--- src/verilog/abs_addr_pkg.sv ---
package abs_addr_pkg;

	// ----------------------------------------------------------------
	// widths
	// ----------------------------------------------------------------
	localparam int DATA_ADDR_W = 23;
	localparam int IO_ADDR_W = 16;
	localparam int PAGE_W = 7;
	localparam int SHORT_CONST_W = 16;
	localparam int EXT_W = 24;
	localparam int BIT_POS_W = 6;
	localparam int REG_SEL_W = 4;
	localparam int BLOCK_W = 4;

	// ----------------------------------------------------------------
	// extension lengths in bytes
	// ----------------------------------------------------------------
	localparam logic [1:0] SHORT_EXT_BYTES = 2'h2;
	localparam logic [1:0] FULL_EXT_BYTES = 2'h3;
	localparam logic [1:0] IO_EXT_BYTES = 2'h2;

	// ----------------------------------------------------------------
	// register-bit targets: 0-3 accumulators, 4-11 aux, 12-15 temp
	// ----------------------------------------------------------------
	localparam logic [REG_SEL_W-1:0] FIRST_AUX_REG = 4'h4;
	localparam logic [BIT_POS_W:0] ACC_BITS = 7'h28;
	localparam logic [BIT_POS_W:0] WORD_BITS = 7'h10;

	// ----------------------------------------------------------------
	// reset values
	// ----------------------------------------------------------------
	localparam logic [DATA_ADDR_W-1:0] DATA_ADDR_RESET = 23'h0;
	localparam logic [IO_ADDR_W-1:0] IO_ADDR_RESET = 16'h0;

	typedef enum logic [1:0] {
		MODE_SHORT = 2'b00,
		MODE_FULL = 2'b01,
		MODE_IO = 2'b10
	} addr_mode_t;

	typedef enum logic [2:0] {
		OP_SINGLE = 3'b000,
		OP_LONG = 3'b001,
		OP_DUAL = 3'b010,
		OP_COEF = 3'b011,
		OP_BIT = 3'b100
	} operand_class_t;

	typedef enum logic [1:0] {
		SPACE_DATA = 2'b00,
		SPACE_MMR = 2'b01,
		SPACE_IO = 2'b10
	} space_t;

endpackage

--- src/verilog/extension_collector.sv ---
`timescale 1ns/1ns
// gathers instruction extension bytes, most significant byte first
module extension_collector #(
	parameter int VALUE_W = 24
) (
	// clock and reset
	input wire logic clk_sys,
	input wire logic resetn,
	// control
	input wire logic clear,
	input wire logic [1:0] byte_target,
	// byte stream
	input wire logic byte_valid,
	input wire logic [7:0] byte_data,
	// result
	output logic [VALUE_W-1:0] value,
	output logic done
);

	logic [1:0] count;

	always_ff @(posedge clk_sys or negedge resetn) begin
		if (!resetn) begin
			count <= 2'h0;
			value <= '0;
		end else if (clear) begin
			count <= 2'h0;
			value <= '0;
		end else if (byte_valid && !done) begin
			count <= count + 2'h1;
			value <= {value[VALUE_W-9:0], byte_data};
		end
	end

	// done pulses once, set on the same edge that the last byte lands in value
	always_ff @(posedge clk_sys or negedge resetn) begin
		if (!resetn)
			done <= 1'b0;
		else
			done <= !clear && byte_valid && !done
				&& (count + 2'h1 == byte_target);
	end

endmodule

--- src/verilog/absolute_address_generator.sv ---
`timescale 1ns/1ns
// Overview of operation
// [RULE1] short mode address is main page high register above 16-bit constant
// [RULE2] short mode constant comes from a two-byte extension
// [RULE3] instructions with an address extension are never paired in parallel
// [RULE4] full mode uses a 23-bit constant as the whole data address
// [RULE5] full mode reads three extension bytes, drops the top bit
// [RULE6] I/O mode uses a 16-bit constant as the whole I/O address
// [RULE7] single-word operand moves one 16-bit word to data, I/O or mmr
// [RULE8] long-word operand moves 32 bits, data or mmr only, never I/O
// [RULE9] dual operand makes two independent 16-bit data accesses
// [RULE10] coefficient operand reads one 16-bit word from data memory only
// [RULE11] register-bit operand picks one or two adjacent bits of a register
// [RULE12] register-bit operand accepted only on bit test/set/clear/complement
// [RULE13] dual access takes one cycle only for dual RAM or separate blocks
// [RULE14] I/O mode address comes from a two-byte extension
module absolute_address_generator (
	// clock and reset
	input wire logic clk_sys,
	input wire logic resetn,
	// instruction request
	input wire logic instr_valid,
	input wire abs_addr_pkg::addr_mode_t addr_mode,
	input wire abs_addr_pkg::operand_class_t operand_class,
	input wire abs_addr_pkg::space_t space_sel,
	input wire logic parallel_req,
	input wire logic bit_instr,
	input wire logic [abs_addr_pkg::PAGE_W-1:0] main_page_high_reg,
	// extension bytes
	input wire logic ext_valid,
	input wire logic [7:0] ext_byte,
	// register-bit operand
	input wire logic [abs_addr_pkg::REG_SEL_W-1:0] bit_reg_sel,
	input wire logic [abs_addr_pkg::BIT_POS_W-1:0] bit_pos,
	input wire logic bit_pair,
	// dual operand pair
	input wire logic [abs_addr_pkg::DATA_ADDR_W-1:0] dual_x_addr,
	input wire logic [abs_addr_pkg::DATA_ADDR_W-1:0] dual_y_addr,
	input wire logic x_in_dual_access_ram,
	input wire logic y_in_dual_access_ram,
	input wire logic [abs_addr_pkg::BLOCK_W-1:0] x_ram_block,
	input wire logic [abs_addr_pkg::BLOCK_W-1:0] y_ram_block,
	// status
	output logic ready,
	output logic reject,
	output logic parallel_ok,
	// memory access
	output logic access_valid,
	output abs_addr_pkg::space_t access_space,
	output logic access_long,
	output logic [abs_addr_pkg::DATA_ADDR_W-1:0] data_addr,
	output logic [abs_addr_pkg::IO_ADDR_W-1:0] io_addr,
	output logic second_valid,
	output logic [abs_addr_pkg::DATA_ADDR_W-1:0] second_addr,
	// register-bit access
	output logic bit_valid,
	output logic [abs_addr_pkg::REG_SEL_W-1:0] bit_reg,
	output logic [abs_addr_pkg::BIT_POS_W-1:0] bit_first,
	output logic bit_two
);
	import abs_addr_pkg::*;

	// ----------------------------------------------------------------
	// state and captured request
	// ----------------------------------------------------------------
	typedef enum logic [1:0] {
		ST_IDLE = 2'b00,
		ST_EXT = 2'b01,
		ST_SECOND = 2'b10
	} state_t;

	state_t state;
	addr_mode_t mode_q;
	operand_class_t class_q;
	space_t space_q;
	logic [PAGE_W-1:0] page_q;
	logic [DATA_ADDR_W-1:0] y_addr_q;

	logic [EXT_W-1:0] ext_value;
	logic ext_done;
	logic [1:0] ext_target;
	logic accept;
	logic bad;
	logic needs_ext;
	logic split_dual;
	logic [BIT_POS_W:0] bit_end;
	logic [BIT_POS_W:0] bit_limit;
	space_t req_space;

	assign accept = instr_valid && state == ST_IDLE;
	assign needs_ext = operand_class != OP_DUAL && operand_class != OP_BIT;

	// length follows the mode captured at accept, not the live mode bus
	always_comb begin
		unique case (mode_q)
		MODE_FULL: ext_target = FULL_EXT_BYTES; // see [RULE5]
		MODE_IO: ext_target = IO_EXT_BYTES; // see [RULE14]
		default: ext_target = SHORT_EXT_BYTES; // see [RULE2]
		endcase
	end

	// I/O mode forces I/O space; otherwise the caller picks data or mmr
	assign req_space = addr_mode == MODE_IO ? SPACE_IO : space_sel;

	// shared ports would collide; run x and y in successive cycles
	assign split_dual = !(x_in_dual_access_ram && y_in_dual_access_ram)
		&& (x_in_dual_access_ram || y_in_dual_access_ram
		|| x_ram_block == y_ram_block); // see [RULE13]

	assign bit_end = {1'b0, bit_pos} + {6'h0, bit_pair};
	assign bit_limit = bit_reg_sel < FIRST_AUX_REG ? ACC_BITS : WORD_BITS;

	// ----------------------------------------------------------------
	// legality of a request
	// ----------------------------------------------------------------
	always_comb begin
		bad = 1'b0;
		if (needs_ext && parallel_req)
			bad = 1'b1; // see [RULE3]
		if (needs_ext && addr_mode != MODE_FULL && addr_mode != MODE_IO
			&& addr_mode != MODE_SHORT)
			bad = 1'b1;
		if (needs_ext && req_space == SPACE_IO && space_sel != SPACE_DATA
			&& addr_mode != MODE_IO)
			bad = 1'b1;
		if (operand_class == OP_LONG && req_space == SPACE_IO)
			bad = 1'b1; // see [RULE8]
		if (operand_class == OP_COEF && req_space != SPACE_DATA)
			bad = 1'b1; // see [RULE10]
		if (operand_class == OP_BIT && !bit_instr)
			bad = 1'b1; // see [RULE12]
		if (operand_class != OP_BIT && bit_instr)
			bad = 1'b1; // see [RULE12]
		if (operand_class == OP_BIT && bit_end >= bit_limit)
			bad = 1'b1; // see [RULE11]
	end

	// ----------------------------------------------------------------
	// extension bytes
	// ----------------------------------------------------------------
	extension_collector #(
		.VALUE_W(EXT_W)
	) u_ext (
		.clk_sys(clk_sys),
		.resetn(resetn),
		.clear(accept),
		.byte_target(ext_target),
		.byte_valid(ext_valid && state == ST_EXT),
		.byte_data(ext_byte),
		.value(ext_value),
		.done(ext_done)
	);

	// ----------------------------------------------------------------
	// sequencing
	// ----------------------------------------------------------------
	always_ff @(posedge clk_sys or negedge resetn) begin
		if (!resetn) begin
			state <= ST_IDLE;
		end else begin
			unique case (state)
			ST_IDLE: begin
				if (accept && !bad && needs_ext)
					state <= ST_EXT;
				else if (accept && !bad && operand_class == OP_DUAL
					&& split_dual)
					state <= ST_SECOND;
			end
			ST_EXT: begin
				if (ext_done)
					state <= ST_IDLE;
			end
			ST_SECOND: state <= ST_IDLE;
			default: state <= ST_IDLE;
			endcase
		end
	end

	always_ff @(posedge clk_sys or negedge resetn) begin
		if (!resetn) begin
			mode_q <= MODE_SHORT;
			class_q <= OP_SINGLE;
			space_q <= SPACE_DATA;
			page_q <= '0;
			y_addr_q <= DATA_ADDR_RESET;
		end else if (accept) begin
			mode_q <= addr_mode;
			class_q <= operand_class;
			space_q <= req_space;
			page_q <= main_page_high_reg;
			y_addr_q <= dual_y_addr;
		end
	end

	always_ff @(posedge clk_sys or negedge resetn) begin
		if (!resetn) begin
			ready <= 1'b0;
			reject <= 1'b0;
			parallel_ok <= 1'b0;
		end else begin
			ready <= state == ST_IDLE && !accept
				|| state == ST_EXT && ext_done
				|| state == ST_SECOND;
			reject <= accept && bad;
			if (accept)
				parallel_ok <= !needs_ext; // see [RULE3]
		end
	end

	// ----------------------------------------------------------------
	// address outputs
	// ----------------------------------------------------------------
	always_ff @(posedge clk_sys or negedge resetn) begin
		if (!resetn) begin
			access_valid <= 1'b0;
			access_space <= SPACE_DATA;
			access_long <= 1'b0;
			data_addr <= DATA_ADDR_RESET;
			io_addr <= IO_ADDR_RESET;
			second_valid <= 1'b0;
			second_addr <= DATA_ADDR_RESET;
		end else begin
			access_valid <= 1'b0;
			second_valid <= 1'b0;
			if (state == ST_EXT && ext_done) begin
				access_valid <= 1'b1; // see [RULE7]
				access_space <= space_q;
				access_long <= class_q == OP_LONG; // see [RULE8]
				unique case (mode_q)
				MODE_FULL:
					data_addr <= ext_value[DATA_ADDR_W-1:0]; // see [RULE4]
				MODE_IO:
					io_addr <= ext_value[IO_ADDR_W-1:0]; // see [RULE6]
				default:
					data_addr <= {page_q,
						ext_value[SHORT_CONST_W-1:0]}; // see [RULE1]
				endcase
			end else if (accept && !bad && operand_class == OP_DUAL) begin
				access_valid <= 1'b1; // see [RULE9]
				access_space <= SPACE_DATA;
				access_long <= 1'b0;
				data_addr <= dual_x_addr;
				second_valid <= !split_dual; // see [RULE13]
				second_addr <= dual_y_addr;
			end else if (state == ST_SECOND) begin
				second_valid <= 1'b1; // see [RULE13]
				second_addr <= y_addr_q;
			end
		end
	end

	// ----------------------------------------------------------------
	// register-bit outputs
	// ----------------------------------------------------------------
	always_ff @(posedge clk_sys or negedge resetn) begin
		if (!resetn) begin
			bit_valid <= 1'b0;
			bit_reg <= '0;
			bit_first <= '0;
			bit_two <= 1'b0;
		end else begin
			bit_valid <= accept && !bad && operand_class == OP_BIT;
			if (accept && !bad && operand_class == OP_BIT) begin
				bit_reg <= bit_reg_sel; // see [RULE11]
				bit_first <= bit_pos;
				bit_two <= bit_pair;
			end
		end
	end

endmodule

--- config.mk ---
export PLATFORM = sky130hd
export DESIGN_NAME = absolute_address_generator
export DESIGN_NICKNAME = d
export VERILOG_FILES = /design/src/verilog/abs_addr_pkg.sv /design/src/verilog/extension_collector.sv /design/src/verilog/absolute_address_generator.sv
export SDC_FILE = /design/constraint.sdc
export NUM_CORES = 1
export LEC_CHECK = 0
export BUFFER_PORTS_ARGS = -buffer_cell sky130_fd_sc_hd__buf_4
export CELL_PAD_IN_SITES_DETAIL_PLACEMENT = 1
export CELL_PAD_IN_SITES_GLOBAL_PLACEMENT = 2
export CORE_ASPECT_RATIO = 2
export CORE_MARGIN = 8
export CORE_UTILIZATION = 35
export CTS_CLUSTER_DIAMETER = 100
export CTS_CLUSTER_SIZE = 25
export DETAILED_ROUTE_END_ITERATION = 7
export MAX_ROUTING_LAYER = met4
export PLACE_DENSITY = 0.91
export SLEW_MARGIN = 25
export SYNTH_ARGS = -nofsm -noshare
export SYNTH_HDL_FRONTEND = slang
export SYNTH_SLANG_ARGS = --single-unit
--- constraint.sdc ---
create_clock -name clk_sys -period 2.9 [get_ports clk_sys]
set_clock_uncertainty 0.05 [all_clocks]
set_input_delay 0.435 -clock clk_sys [delete_from_list [all_inputs] [get_ports clk_sys]]
set_output_delay 0.435 -clock clk_sys [all_outputs]
set_load 0.05 [all_outputs]
==> flow_results.org, run 1 <==
** Placed design
- Port buffering added 176 buffers.
- HPWL reported at the end of detailed placement :: between 15,000 and 20,000 microns
- Number of placed instances with taps included :: ~1,000
- Placed instance area :: 8078 sq um
- Routability-driven placement finished with a final weighted congestion of 0.8309.

** Cells and area
- Filler cell count :: a little over 2,000
- Multi-input logic area :: 2597 sq um
- In the final layout, the share of cells above drive strength 1 is 0.3203.
- Antenna diodes :: 0
- Finished layout cell area :: ~8700 sq um
- After the last flow step, the layout net total stands at 905.
- Relative to the synthesized area, the layout overhead comes to 33.58%.
- Registers take 3679 sq um.
- Final non-filler cell total :: just over 1,000
- Once layout is complete, the utilization of the core stands at 0.4767.

** Logic synthesis
- When the netlist entered floorplanning its net count stood at between 700 and 800.
- The average instance in the mapped netlist occupies 10.27 sq um.
- Area share of the largest cell type after synthesis :: 0.5658
- Yosys Warn Count :: 0
- Largest area contributor in the netlist :: sky130_fd_sc_hd__dfrtp_1
- For this run, the register share of the synthesized area comes to 0.5658.
- In this run, synthesis inferred 0 flip-flops with an integrated enable.
- Main synth FF type :: sky130_fd_sc_hd__dfrtp_1
- Fraction of registers with async set or reset after synthesis :: 1.000
- By area the synthesized netlist is led by sky130_fd_sc_hd__dfrtp_1 (57%), sky130_fd_sc_hd__nand2_1 (8.9%), sky130_fd_sc_hd__mux2i_1 (8.0%), sky130_fd_sc_hd__mux2_2 (4.8%), sky130_fd_sc_hd__a21oi_1 (3.6%).
- Post-synth design cell area :: ~6500 sq um
- The cell count after synthesis came out at about 630.
- In this run, distinct cell masters in the synthesized netlist total 40.
- Yosys reg bits :: 147

** Worst setup path
- On the critical path, the stage with the largest delay is an instance of sky130_fd_sc_hd__mux2_2.
- For this run, the slowest stage of the critical path takes 0.35 ns.
- Critical setup path kind :: input port to register
- Worst R2R End :: data_addr[1]$_DFFE_PN0P_
- The worst register-to-register path has a setup slack of 0.74 ns.
- Number of buffer and inverter stages on the critical path :: 2
- CP endpoint kind :: register
- Arrival time reported for the critical path endpoint :: 2.90 ns
- At the worst endpoint, the required time is 3.15 ns.
- Counting stages on the worst path, the most repeated cell is sky130_fd_sc_hd__ha_1.
- Startpoint class of the critical path :: input port
- Worst path cell trace :: buf_4 -> ha_1 -> ha_1 -> nand3_1 -> xnor2_1 -> ha_1 -> nor4bb_1 -> a221o_1 -> a211oi_2 -> buf_4 -> mux2_2
- Largest delay contributor family on the critical path :: adder cells
- Startpoint of the most critical register-to-register path :: state[1]$_DFFE_PN0P_
- For the worst flop-to-flop path, the logic depth is 4.
- Critical path peak fanout :: 11

** Clock network
- Buffer depth of the longest clock path :: 2
- Clk pin slew, worst setup/hold paths :: 0.07 ns
- TritonCTS built the clock tree.
- The H-tree generated during clock tree synthesis spans 4 levels.
- Post-CTS repair changed the size of 0 cells.
- The number of setup buffers added after CTS is 0.
- TritonCTS Sinks :: 147
- The tree is rooted in a sky130_fd_sc_hd__clkbuf_16.
- At the later pin of the worst-skew pair, clock insertion delay measures 0.43 ns.
- TritonCTS created 17 clock buffers.

** Hold path
- Hold Path Stages :: 3
- The path with the worst hold slack has its endpoint at y_addr_q[22]$_DFFE_PN0P_.
- The path class of the tightest hold or removal check is input port to register.
- Worst hold path startpoint :: dual_y_addr[22]

** Die
- Std-Cell Rows :: 70
- In this run the count of I/O pins placed on the die edge is 177.
- The die is about 210 microns tall.
- The die covers 23,460 sq um.
- The die is between 100 and 150 microns wide.
- For this configuration, the core starts out at a cell density of 0.3569.
- After floorplanning, the core was sized to cover 18,220 sq um.

** Timing
- Minimum period implied by the final worst setup slack :: 2.649 ns
- Setup repair after global routing missed its margin :: no
- Sum of negative setup slack :: 0 ns
- Maximum clock frequency :: roughly 0.38 GHz
- Pins over their slew limit :: 0
- Setup violations remaining at the end of the flow were counted as 0.
- Slew at the pin closest to its max-slew limit :: slightly above 0.7 ns
- Slew Limit Headroom :: 0.5179
- Final critical-path share of the clock period :: 0.9135
- The hold violation total from the final report came to 0.

** Route
- The highest layer touched by signal routing is met4.
- For this run, design rule violations remaining after detail routing come to 0.
- Dividing the detail-routed wire length by the instance count gives 19.79 microns.
- Total number of vias :: ~5,300
- Post-Route WL :: 20,470 microns
- Wire length on met3 :: 751 microns
- The pre-antenna-repair detailed-routing pass consisted of 4 iterations.
- The count of nets left with antenna violations once routing finished came out at 0.
- Length of routed wiring on met1 :: approximately 7700 microns
- The first routing iteration left 170 violations.
- In the detailed route, the total length drawn on met2 is 11,600 microns.
- Avg Vias per Cell :: a little over 5

** Status
- The run finished with clean final reports.

** Run
- Number of max-cap violations :: 0

** Pwr
- Summing internal, switching and leakage power gives 9711 uW.
- VDD sags by at most 553.7 uV.
- Power Density :: 1118 nW/um^2
- Leakage power :: between 0.004 and 0.005 uW

** GRT
- Global-route wire length before repair :: approximately 33,000 microns
- Entering global routing, the biggest net connects 65 pins.
- Antenna violations before repair :: 0
- Across every metal layer, demand over resource in global routing totals 0.1849.
- The via count of the first global-routing pass is just over 6,000.
- Total congestion overflow :: 0
==> layout make-up <==
class | instances | area share
inverter | 23 | 0.009941
sequential | 147 | 0.4236
tap | 216 | 0.03112
clock buffer | 17 | 0.04898
timing repair buffer | 193 | 0.1676
clock inverter | 15 | 0.01974
multi-input combinational | 423 | 0.2991
==> cell usage after synthesis (3+ instances only) <==
| cell | count |
|---|---|
| sky130_fd_sc_hd__xor2_1 | 3 |
| sky130_fd_sc_hd__a21o_1 | 3 |
| sky130_fd_sc_hd__xnor2_1 | 8 |
| sky130_fd_sc_hd__nor3b_1 | 4 |
| sky130_fd_sc_hd__dfrtp_1 | 147 |
| sky130_fd_sc_hd__inv_1 | 23 |
| sky130_fd_sc_hd__nand2_1 | 155 |
| sky130_fd_sc_hd__nor2_1 | 33 |
| sky130_fd_sc_hd__mux2i_1 | 52 |
| sky130_fd_sc_hd__o32ai_1 | 16 |
| sky130_fd_sc_hd__o21ai_0 | 32 |
| sky130_fd_sc_hd__nand3_1 | 6 |
| sky130_fd_sc_hd__nand2b_1 | 3 |
| sky130_fd_sc_hd__nor2b_1 | 4 |
| sky130_fd_sc_hd__o21a_1 | 3 |
| sky130_fd_sc_hd__buf_2 | 10 |
| sky130_fd_sc_hd__mux2_2 | 28 |
| sky130_fd_sc_hd__ha_1 | 5 |
| sky130_fd_sc_hd__a21oi_1 | 47 |
| sky130_fd_sc_hd__clkbuf_1 | 28 |
==> cell usage in the layout (no fill, tap or decap), drive strengths merged, types with 2 or more instances in the layout <==
cell type,Yosys,final
o21ai,32,32
nand3,6,6
o32ai,16,16
dfrtp,147,147
clkinvlp,0,3
bufinv,0,2
o21a,3,3
a211oi,2,2
nor2b,4,4
xor2,3,3
buf,12,192
or2,2,2
xnor2,8,8
clkbuf,28,17
mux2,28,28
a21o,3,3
clkinv,0,3
mux2i,52,52
inv,23,30
ha,5,5
a21oi,47,47
nor4bb,2,2
nand2b,3,3
nor2,33,33
nand2,155,155
nor3b,6,6
==> repair_timing <==
action | in CTS | in global routing
hold buffers | 1 | 0
endpoints found under the setup margin | 0 | 0
endpoints found under the hold margin | 57 | 0
==> per-stage QoR <==
| stage | setup WS [ns] | hold slack (ns) |
|---|---|---|
| after global placement | -0.0008766 | 0.3966 |
| after CTS | 0.2662 | 0.1428 |
| after floorplan | 0.1899 | 0.08941 |
| after global routing | 0.2091 | 0.1402 |
| final | 0.2509 | 0.1552 |
| after detailed placement | -0.1461 | 0.4126 |
==> how the worst max path moves through the flow <==
stage / startpoint / to / slack (ns) / depth (start not counted)
after global placement: bit_pos[0] / bit_first[3]$_DFFE_PN0P_ / -0.0009 / 11
after detailed placement: bit_pos[0] / bit_first[3]$_DFFE_PN0P_ / -0.15 / 11
after CTS: bit_pos[0] / bit_first[3]$_DFFE_PN0P_ / 0.27 / 11
after global routing: bit_pos[0] / bit_first[0]$_DFFE_PN0P_ / 0.21 / 11
final: bit_pos[0] / bit_first[0]$_DFFE_PN0P_ / 0.25 / 11
after floorplan: bit_pos[0] / bit_first[1]$_DFFE_PN0P_ / 0.19 / 10
==> cell families after synthesis <==
logic type	after synthesis	synth area share
AO/OA/AOI/OAI	111	0.1026
XOR/XNOR	11	0.01482
adder cells (fa/ha/maj)	5	0.009623
buffers and inverters	63	0.03945
flip-flops	147	0.5658
multiplexers	80	0.1286
AND/OR/NAND/NOR	216	0.1391
==> power breakdown <==
part / switching (uW) / internal, uW / total (uW) / leakage (uW)
registers: 638 / 2870 / 3510 / 0.00183
logic: 2650 / 1310 / 3960 / 0.00235
clock network: 953 / 1290 / 2250 / 0.000285
total: 4240 / 5470 / 9710 / 0.00446
==> worst register-to-register path, delay by kind of cell (launching register included) <==
family | cells | cell delay (ns)
AO/OA/AOI/OAI | 2 | 0.77
buffers and inverters | 1 | 0.42
flip-flops | 1 | 0.54
AND/OR/NAND/NOR | 1 | 0.23
==> per-layer routing <==
layer	global-route usage	vias up
met1	0.1822	2631
met4	0.06514	0
met5	-	-
li1	-	2487
met3	0.03899	31
met2	0.3468	134
No activity file was read; power rests on OpenSTA's default activity.
==> inputs of run 2 (changes only) <==
Settings changed: CORE_MARGIN 8 to not set, CORE_UTILIZATION 35 to 32, PLACE_DENSITY 0.91 to 0.84.
Clock period 2.9 ns to 2.8 ns, I/O delays scaled along.
==> run 2 against run 1 <==
First-iteration DRC count shrank 28%. Cell area grew 0.99%. Flip-flop and latch count unchanged. Utilization decreased by 3.6 points. Sequential share of layout area fell by 0.42 points. Total power grew 2.8%. Global-route usage rose by 1.1 points. Wire length fell by 9.0%. Cell count grew 4.3%. Setup slack improved by 0.0039 ns. Die area fell by 11%.
==> flow_results.org, run 2 (synthesis results as in run 1) <==
** Cells and area
- Filler cell count :: 2,307 (was 2,075)
- The number of nets in the finished design was 905 (unchanged).
- Antenna diodes :: 0 (unchanged)
- The count of non-filler cells in the finished layout is 1,078 (was 1,034).
- Share of post-route cells with drive strength above 1 :: 0.3162 (was 0.3203)
- Area overhead of the layout relative to synthesis :: 34.91% (was 33.58%)
- Final cell utilization of the core :: 0.4405 (was 0.4767)
- Most frequent standard cell in the layout excluding fill and tap cells :: sky130_fd_sc_hd__buf_4 (unchanged)
- Most used cells in the layout excluding fill and tap cells :: sky130_fd_sc_hd__buf_4 (189), sky130_fd_sc_hd__nand2_1 (154), sky130_fd_sc_hd__dfrtp_1 (147), sky130_fd_sc_hd__mux2i_1 (52), sky130_fd_sc_hd__a21oi_1 (47) (was sky130_fd_sc_hd__buf_4 (191), sky130_fd_sc_hd__nand2_1 (154), sky130_fd_sc_hd__dfrtp_1 (147), sky130_fd_sc_hd__mux2i_1 (52), sky130_fd_sc_hd__a21oi_1 (47))

** Status
- Outcome: finished clean (unchanged).

** GRT
- Total congestion overflow :: 0 (unchanged)
- Largest net degree at the start of global routing :: 65 (unchanged)
- Via count of the first global-routing pass :: 5,944 (was 6,188)
- The wire length of the first global-routing pass was 30,120 microns (was 33,210 microns).
- The number of antenna violations at the first check in global routing is 0 (unchanged).
- The global-route usage over all layers was 0.1958 (was 0.1849).

** Placed design
- HPWL reported at the end of detailed placement :: 13,310 microns (was 15,050 microns)
- Quantity of I/O buffers inserted on ports :: 176 (unchanged)
- The final RePlAce weighted congestion was 0.7864 (was 0.8309).
- The number of cells in the design after placement came to 1,047 (was 1,001).
- DP Worst Slack :: -0.1769 ns (was -0.1461 ns)

** Pwr
- Leakage power :: 0.004486 uW (was 0.004461 uW)
- Peak VDD IR :: 428.1 uV (was 553.7 uV)
- Total power :: 9988 uW (was 9711 uW)
- Power Density :: 1139 nW/um^2 (was 1118 nW/um^2)

** Hold path
- The classification of the worst-slack hold path was input port to register (unchanged).

** Timing
- The final worst slack was 0.2548 ns (was 0.2509 ns).
- Based on the critical path, the design can be clocked at up to 0.3929 GHz.
- Setup repair after global routing missed its margin: no (unchanged).
- The final number of max-transition violations came to 0 (unchanged).
- Of the available clock period, the critical path in the final layout requires 0.9090.
- The hold violation total from the final report came to 0 (unchanged).
- The final number of setup-violating endpoints came to 0 (unchanged).
- The smallest hold slack came to 0.1446 ns (was 0.1552 ns).
- Minimum period implied by the final worst setup slack :: 2.545 ns
- Slew at the pin closest to its max-slew limit :: 0.8359 ns (was 0.7231 ns)
- Slew Limit Headroom :: 0.4427 (was 0.5179)

** Clock network
- The maximum number of buffers from clock root to sink was 2 (unchanged).
- The number of buffers inserted during clock tree synthesis came to 17 (unchanged).
- The CTS clock-pin slew for the worst setup and hold paths came to 0.06 ns (was 0.07 ns).
- Post-cts sizing count :: 0 (unchanged)
- The library cell used as clock root buffer is sky130_fd_sc_hd__clkbuf_16 (unchanged).
- TritonCTS Sinks :: 147 (unchanged)
- The number of H-tree levels came to 4 (unchanged).
- Clock tree from TritonCTS :: done (unchanged)
- Insertion delay of the later-clocked pin in the worst-skew pair :: 0.42 ns (was 0.43 ns)

** Route
- 1st-iter DRT viols :: 122 (was 170)
- The number of nets still failing antenna checks after routing came to 0 (unchanged).
- The number of design rule violations left after detail routing was 0 (unchanged).
- The number of detailed-routing iterations run before antenna repair came to 4 (unchanged).
- The detail-routed net length per standard cell is 17.27 microns (was 19.79 microns).
- Avg Vias per Cell :: 4.877 (was 5.109)
- The via count was 5,257 (was 5,283).
- The total detailed-routing wirelength came to 18,620 microns (was 20,470 microns).

** Worst setup path
- The worst setup path category is input port to register (unchanged).
- The critical path arrival was 2.80 ns (was 2.90 ns).
- CP endpoint kind :: register (unchanged)
- The data required time of the critical path was 3.05 ns (was 3.15 ns).
- The startpoint type of the worst setup path is an input port (unchanged).
- Critical path peak fanout :: 11 (unchanged)

** Die
- Die width :: 102.8 microns (was 112.4 microns)
- The total core area is 19,910 sq um (was 18,220 sq um).
- Die Height :: 203.6 microns (was 208.7 microns)
- Effective utilization at floorplan :: 0.3265 (was 0.3569)
- Boundary pin count :: 177 (unchanged)
- Std-Cell Rows :: 73 (was 70)
- The area of the die came to 20,920 sq um (was 23,460 sq um).

** Run
- The max-cap violation count was 0 (unchanged).
[run 2: cell count changes in the layout (fill, tap and decap cells not counted), sizes merged]
| cell | before | now |
|---|---|---|
| bufinv | 2 | 3 |
| clkbuf | 17 | 22 |
| clkinv | 3 | 4 |
| clkinvlp | 3 | 1 |
| inv | 30 | 23 |
[run 2: critical path, cell delays in order]
cell	delay, ns
sky130_fd_sc_hd__buf_4	0.11
sky130_fd_sc_hd__ha_1	0.20
sky130_fd_sc_hd__ha_1	0.19
sky130_fd_sc_hd__nand3_1	0.14
sky130_fd_sc_hd__xnor2_1	0.15
sky130_fd_sc_hd__ha_1	0.27
sky130_fd_sc_hd__nor4bb_1	0.14
sky130_fd_sc_hd__a221o_1	0.34
sky130_fd_sc_hd__a211oi_2	0.23
sky130_fd_sc_hd__buf_4	0.23
sky130_fd_sc_hd__mux2_2	0.36
[run 2: path summary, 6_finish.rpt]
check                      cells past startpoint                          to  slack [ns]               startpoint
hold reg to reg                                2     y_addr_q[6]$_DFFE_PN0P_        0.42  y_addr_q[6]$_DFFE_PN0P_
min in group asynchronous                      2  second_addr[8]$_DFFE_PN0P_        0.51                   resetn
max in group asynchronous                      3       page_q[0]$_DFFE_PN0P_        1.40                   resetn
setup / recovery                              11      bit_reg[2]$_DFFE_PN0P_        0.25               bit_pos[0]
hold / removal                                 3       page_q[4]$_DFFE_PN0P_        0.14    main_page_high_reg[4]
setup reg to reg                               4   data_addr[13]$_DFFE_PN0P_        0.69     state[1]$_DFFE_PN0P_
[run 2: stage by stage]
stage | cell area [sq um] | setup TNS, ns
after global placement | 8168 | -0.1793
final | 8771 | 0
after global routing | 8771 | 0
after CTS | 8771 | 0
after floorplan | 6501 | 0
after detailed placement | 8168 | -1.795
[run 2: per-layer routing]
layer / up-vias / wire length [microns] / global-route usage
met3: 23 / 719 / 0.04489
met5: - / 0 / -
met2: 129 / 10490 / 0.3560
met4: 0 / 447 / 0.07495
li1: 2467 / - / -
met1: 2638 / 6963 / 0.1975
[run 2: timing repair]
item | in CTS | in global routing
hold endpoints to repair | 61 | 0
hold buffers | 1 | 0
setup buffers | 0 | 0
[run 2: cell type report]
type,instances,area (sq um),area share
clock inverter,8,128.9,0.01469
sequential,147,3679,0.4194
clock buffer,22,464.2,0.05292
timing repair buffer,193,1480,0.1688
multi-input combinational,423,2605,0.2970
inverter,23,86.33,0.009843
tap,262,327.8,0.03738
[run 2: power by group]
part / internal (uW) / switching, uW / total [uW]
logic: 1370 / 2730 / 4090
registers: 2970 / 611 / 3580
clock network: 1440 / 870 / 2310
==> inputs of run 3 (changes only) <==
Settings changed: CORE_UTILIZATION 32 to 33, PLACE_DENSITY 0.84 to 0.85, SYNTH_HIERARCHICAL set to 1.
==> run 3 against run 2 <==
Count of clock-buffer cells in the layout is the same. Flip-flop and latch count did not move. First-iteration DRC count increased by 25%. Combinational power is 2% lower.
==> flow_results.org, run 3 <==
** Cells and area
- Most used cells in the layout excluding fill and tap cells: sky130_fd_sc_hd__buf_4 (183), sky130_fd_sc_hd__dfrtp_1 (147), sky130_fd_sc_hd__nand2_1 (108), sky130_fd_sc_hd__mux2i_1 (53), sky130_fd_sc_hd__a21oi_1 (47) (was sky130_fd_sc_hd__buf_4 (189), sky130_fd_sc_hd__nand2_1 (154), sky130_fd_sc_hd__dfrtp_1 (147), sky130_fd_sc_hd__mux2i_1 (52), sky130_fd_sc_hd__a21oi_1 (47)).
- Filler cell count :: 2,155 (was 2,307)
- Area overhead of the layout relative to synthesis :: 34.64% (was 34.91%)
- Post-layout nets :: 860 (was 905)
- Finished layout cell area :: 8763 sq um (was 8771 sq um)
- The layout cell share with drive strength beyond 1 is 0.3325 (was 0.3162).
- Most frequent standard cell in the layout excluding fill and tap cells :: sky130_fd_sc_hd__buf_4 (unchanged)

** Clock network
- The CTS tree is done (unchanged).
- The number of buffers added for setup after CTS came to 0 (unchanged).
- Buffer depth of the longest clock path :: 2 (unchanged)
- TritonCTS Buffers :: 17 (unchanged)
- Root Buffer :: sky130_fd_sc_hd__clkbuf_16 (unchanged)
- The number of H-tree levels came to 4 (unchanged).
- Clk pin slew, worst setup/hold paths :: 0.06 ns (about the same)
- TritonCTS Sinks :: 147 (unchanged)
- The clock latency reported for the late side of the worst-skew pair was 0.42 ns (about the same).

** Pwr
- Pint :: 5939 uW (was 5781 uW)
- Peak VDD IR :: 597.7 uV (was 428.1 uV)
- The clock network fraction of total power came to 0.246 (was 0.231).
- The static leakage was 0.004520 uW (was 0.004486 uW).
- The logic gate share of total power was 0.399 (was 0.410).
- Share of power burned in registers :: 0.355 (was 0.359)
- The total power after layout came to 10,090 uW (was 9988 uW).
- The ratio of total power to cell area was 1151 nW/um^2 (was 1139 nW/um^2).
- Sw frac :: 0.4114 (was 0.4212)
- The power dissipated by switching net loads is 4152 uW (was 4207 uW).

** Placed design
- Quantity of I/O buffers inserted on ports :: 176 (unchanged)
- The final RePlAce weighted congestion came to 0.7766 (was 0.7864).
- HPWL reported at the end of detailed placement :: 13,540 microns (was 13,310 microns)
- Placed instance area :: 8117 sq um (was 8168 sq um)
- The post-placement worst setup slack is -0.1923 ns (was -0.1769 ns).

** GRT
- The wire length of the first global-routing pass is 30,260 microns (was 30,120 microns).
- Antenna violations before repair :: 1 (was 0)
- The via count of the first global-routing pass came to 5,794 (was 5,944).
- The pin count of the biggest net entering global routing came to 70 (was 65).
- Total congestion overflow :: 0 (unchanged)
- Global Route Usage Sum :: 0.2026 (was 0.1958)

** Timing
- Post-route worst setup slack :: 0.2670 ns (was 0.2548 ns)
- The final worst-path cycle share is 0.9046 (was 0.9090).
- Maximum clock frequency :: 0.3948 GHz (was 0.3929 GHz)
- The tightest slew margin relative to the limit is 0.3192 (was 0.4427).
- Setup repair after global routing missed its margin :: no (unchanged)
- Pins over their slew limit :: 0 (unchanged)
- Slew at the pin closest to its max-slew limit :: 1.020 ns (was 0.8359 ns)
- Final setup fails :: 0 (unchanged)
- The hold violation total from the final report is 0 (unchanged).
- Minimum period implied by the final worst setup slack :: 2.533 ns (was 2.545 ns)

** Worst setup path
- Worst Path Required :: 3.06 ns (was 3.05 ns)
- Worst R2R End :: data_addr[21]$_DFFE_PN0P_ (was data_addr[13]$_DFFE_PN0P_)
- Startpoint of the most critical register-to-register path :: state[1]$_DFFE_PN0P_ (unchanged)
- Arrival time reported for the critical path endpoint :: 2.79 ns (was 2.80 ns)
- Worst path cell trace: buf_4 -> ha_1 -> ha_1 -> nand3_1 -> xnor2_1 -> ha_1 -> nor4bb_1 -> a221o_1 -> a211oi_2 -> buf_12 -> mux2_2 (was buf_4 -> ha_1 -> ha_1 -> nand3_1 -> xnor2_1 -> ha_1 -> nor4bb_1 -> a221o_1 -> a211oi_2 -> buf_4 -> mux2_2).
- The slack of the worst reg-to-reg path was 0.77 ns (was 0.69 ns).
- Largest incremental delay on the critical path :: 0.33 ns (was 0.36 ns)
- The count of buffering cells on the critical path with inverters included came to 2 (unchanged).
- The category of the worst setup path capture point is a register (unchanged).
- CP most frequent cell :: sky130_fd_sc_hd__ha_1 (unchanged)
- The worst setup path category is input port to register (unchanged).
- The worst-path cell with the longest stage delay is sky130_fd_sc_hd__a221o_1 (was sky130_fd_sc_hd__mux2_2).
- Critical path peak fanout :: 12 (was 11)
- Largest delay contributor family on the critical path :: adder cells (unchanged)
- The startpoint type of the worst setup path is an input port (unchanged).
- The count of cells along the worst register-to-register path is 7 (was 4).

** Die
- The top-level port count was 177 (unchanged).
- The number of rows created at floorplan came to 72 (was 73).
- Die width :: 101.3 microns (was 102.8 microns)
- The area of the die is 20,320 sq um (was 20,920 sq um).
- Effective utilization at floorplan :: 0.3360 (was 0.3265)
- Die Height :: 200.6 microns (was 203.6 microns)
- The total core area was 19,370 sq um (was 19,910 sq um).

** Route
- Total number of vias :: 5,047 (was 5,257)
- The routed via count divided by cell count is 4.886 (was 4.877).
- Total iterations of the first detailed-routing run :: 4 (unchanged)
- Number of nets with antenna violations after routing :: 0 (unchanged)
- The detail-routed net length per standard cell came to 18.16 microns (was 17.27 microns).
- The number of design rule violations left after detail routing came to 0 (unchanged).
- 1st-iter DRT viols :: 153 (was 122)
- Post-Route WL :: 18,760 microns (was 18,620 microns)

** Logic synthesis
- The average size of a mapped cell came to 11.03 sq um (was 10.27 sq um).
- The number of warnings reported in the yosys synthesis log was 6 (was 0).
- Post-synth design cell area :: 6509 sq um (was 6501 sq um)
- The number of nets produced by synthesis is 690 (was 733).
- The post-synthesis instance total came to 590 (was 633).

** Run
- The max-cap violation count is 0 (unchanged).

** Hold path
- The worst hold path cell count is 3 (unchanged).
- Worst hold path startpoint :: dual_y_addr[1] (was main_page_high_reg[4])
- Classification of the worst-slack hold path :: input port to register (unchanged)
- The endpoint of the worst hold-timing path is y_addr_q[1]$_DFFE_PN0P_ (was page_q[4]$_DFFE_PN0P_).

** Status
- Outcome :: finished clean (unchanged)
[run 3: worst register-to-register path, cell delays in order, from the launching register on]
cell,delay (ns)
sky130_fd_sc_hd__dfrtp_1,0.42
sky130_fd_sc_hd__nor2b_1,0.22
sky130_fd_sc_hd__nand2b_2,0.13
sky130_fd_sc_hd__inv_2,0.20
sky130_fd_sc_hd__nand2_4,0.22
sky130_fd_sc_hd__buf_12,0.28
sky130_fd_sc_hd__mux2i_1,0.29
sky130_fd_sc_hd__a21oi_1,0.10
[run 3: per-stage QoR]
| step | utilization | setup TNS [ns] | hold WS (ns) | instances |
|---|---|---|---|---|
| 6_report | 0.4525 | 0 | 0.1520 | 1033 |
| 3_5_place_dp | 0.4191 | -1.736 | 0.4162 | 999 |
| 3_3_place_gp | 0.4191 | -0.6611 | 0.4025 | 999 |
| 5_1_grt | 0.4525 | 0 | 0.1448 | 1033 |
| 4_1_cts | 0.4523 | 0 | 0.1209 | 1032 |
| 2_1_floorplan | - | 0 | 0.07441 | 590 |
[run 3: final cells by class]
type	count	area, sq um	share of cell area
Antenna cell	1	2.502	0.0002856
Tap cell	259	324.1	0.03698
Sequential cell	147	3679	0.4198
Clock inverter	10	180.2	0.02056
Clock buffer	22	454.2	0.05183
Inverter	24	90.09	0.01028
Timing Repair Buffer	188	1455	0.1660
Multi-Input combinational cell	382	2579	0.2943
[run 3: timing repair]
item | CTS | global route
endpoints found under the hold margin | 67 | 0
hold buffers | 1 | 0
setup endpoints to repair | 0 | 0
gates resized for setup | 0 | 0
[run 3: layer usage]
layer / up-vias / track usage / wire length [microns]
li1: 2361 / - / -
met1: 2528 / 0.2010 / 6847
met2: 131 / 0.3741 / 10750
met3: 27 / 0.03760 / 646
met4: 0 / 0.08592 / 519
met5: - / - / 0
[run 3: worst max-delay path by stage]
stage                          start  slack, ns  depth (start not counted)                  endpoint
after floorplan           bit_pos[0]       0.07                         10  bit_first[2]$_DFFE_PN0P_
after global placement    bit_pos[0]      -0.09                         11  bit_first[1]$_DFFE_PN0P_
after detailed placement  bit_pos[0]      -0.19                         11  bit_first[1]$_DFFE_PN0P_
after CTS                 bit_pos[0]       0.28                         11  bit_first[1]$_DFFE_PN0P_
after global routing      bit_pos[0]       0.18                         11  bit_first[1]$_DFFE_PN0P_
final                     bit_pos[0]       0.27                         11  bit_first[0]$_DFFE_PN0P_
[run 3: power groups by stage]
stage	Sequential (uW)	Combinational, uW	Clock, uW
detailed placement	3630	4060	0
floorplan	4900	1350	0
CTS	3600	4080	2560
global placement	3580	3970	0
finish	3580	4020	2490
global route	3690	4310	2620
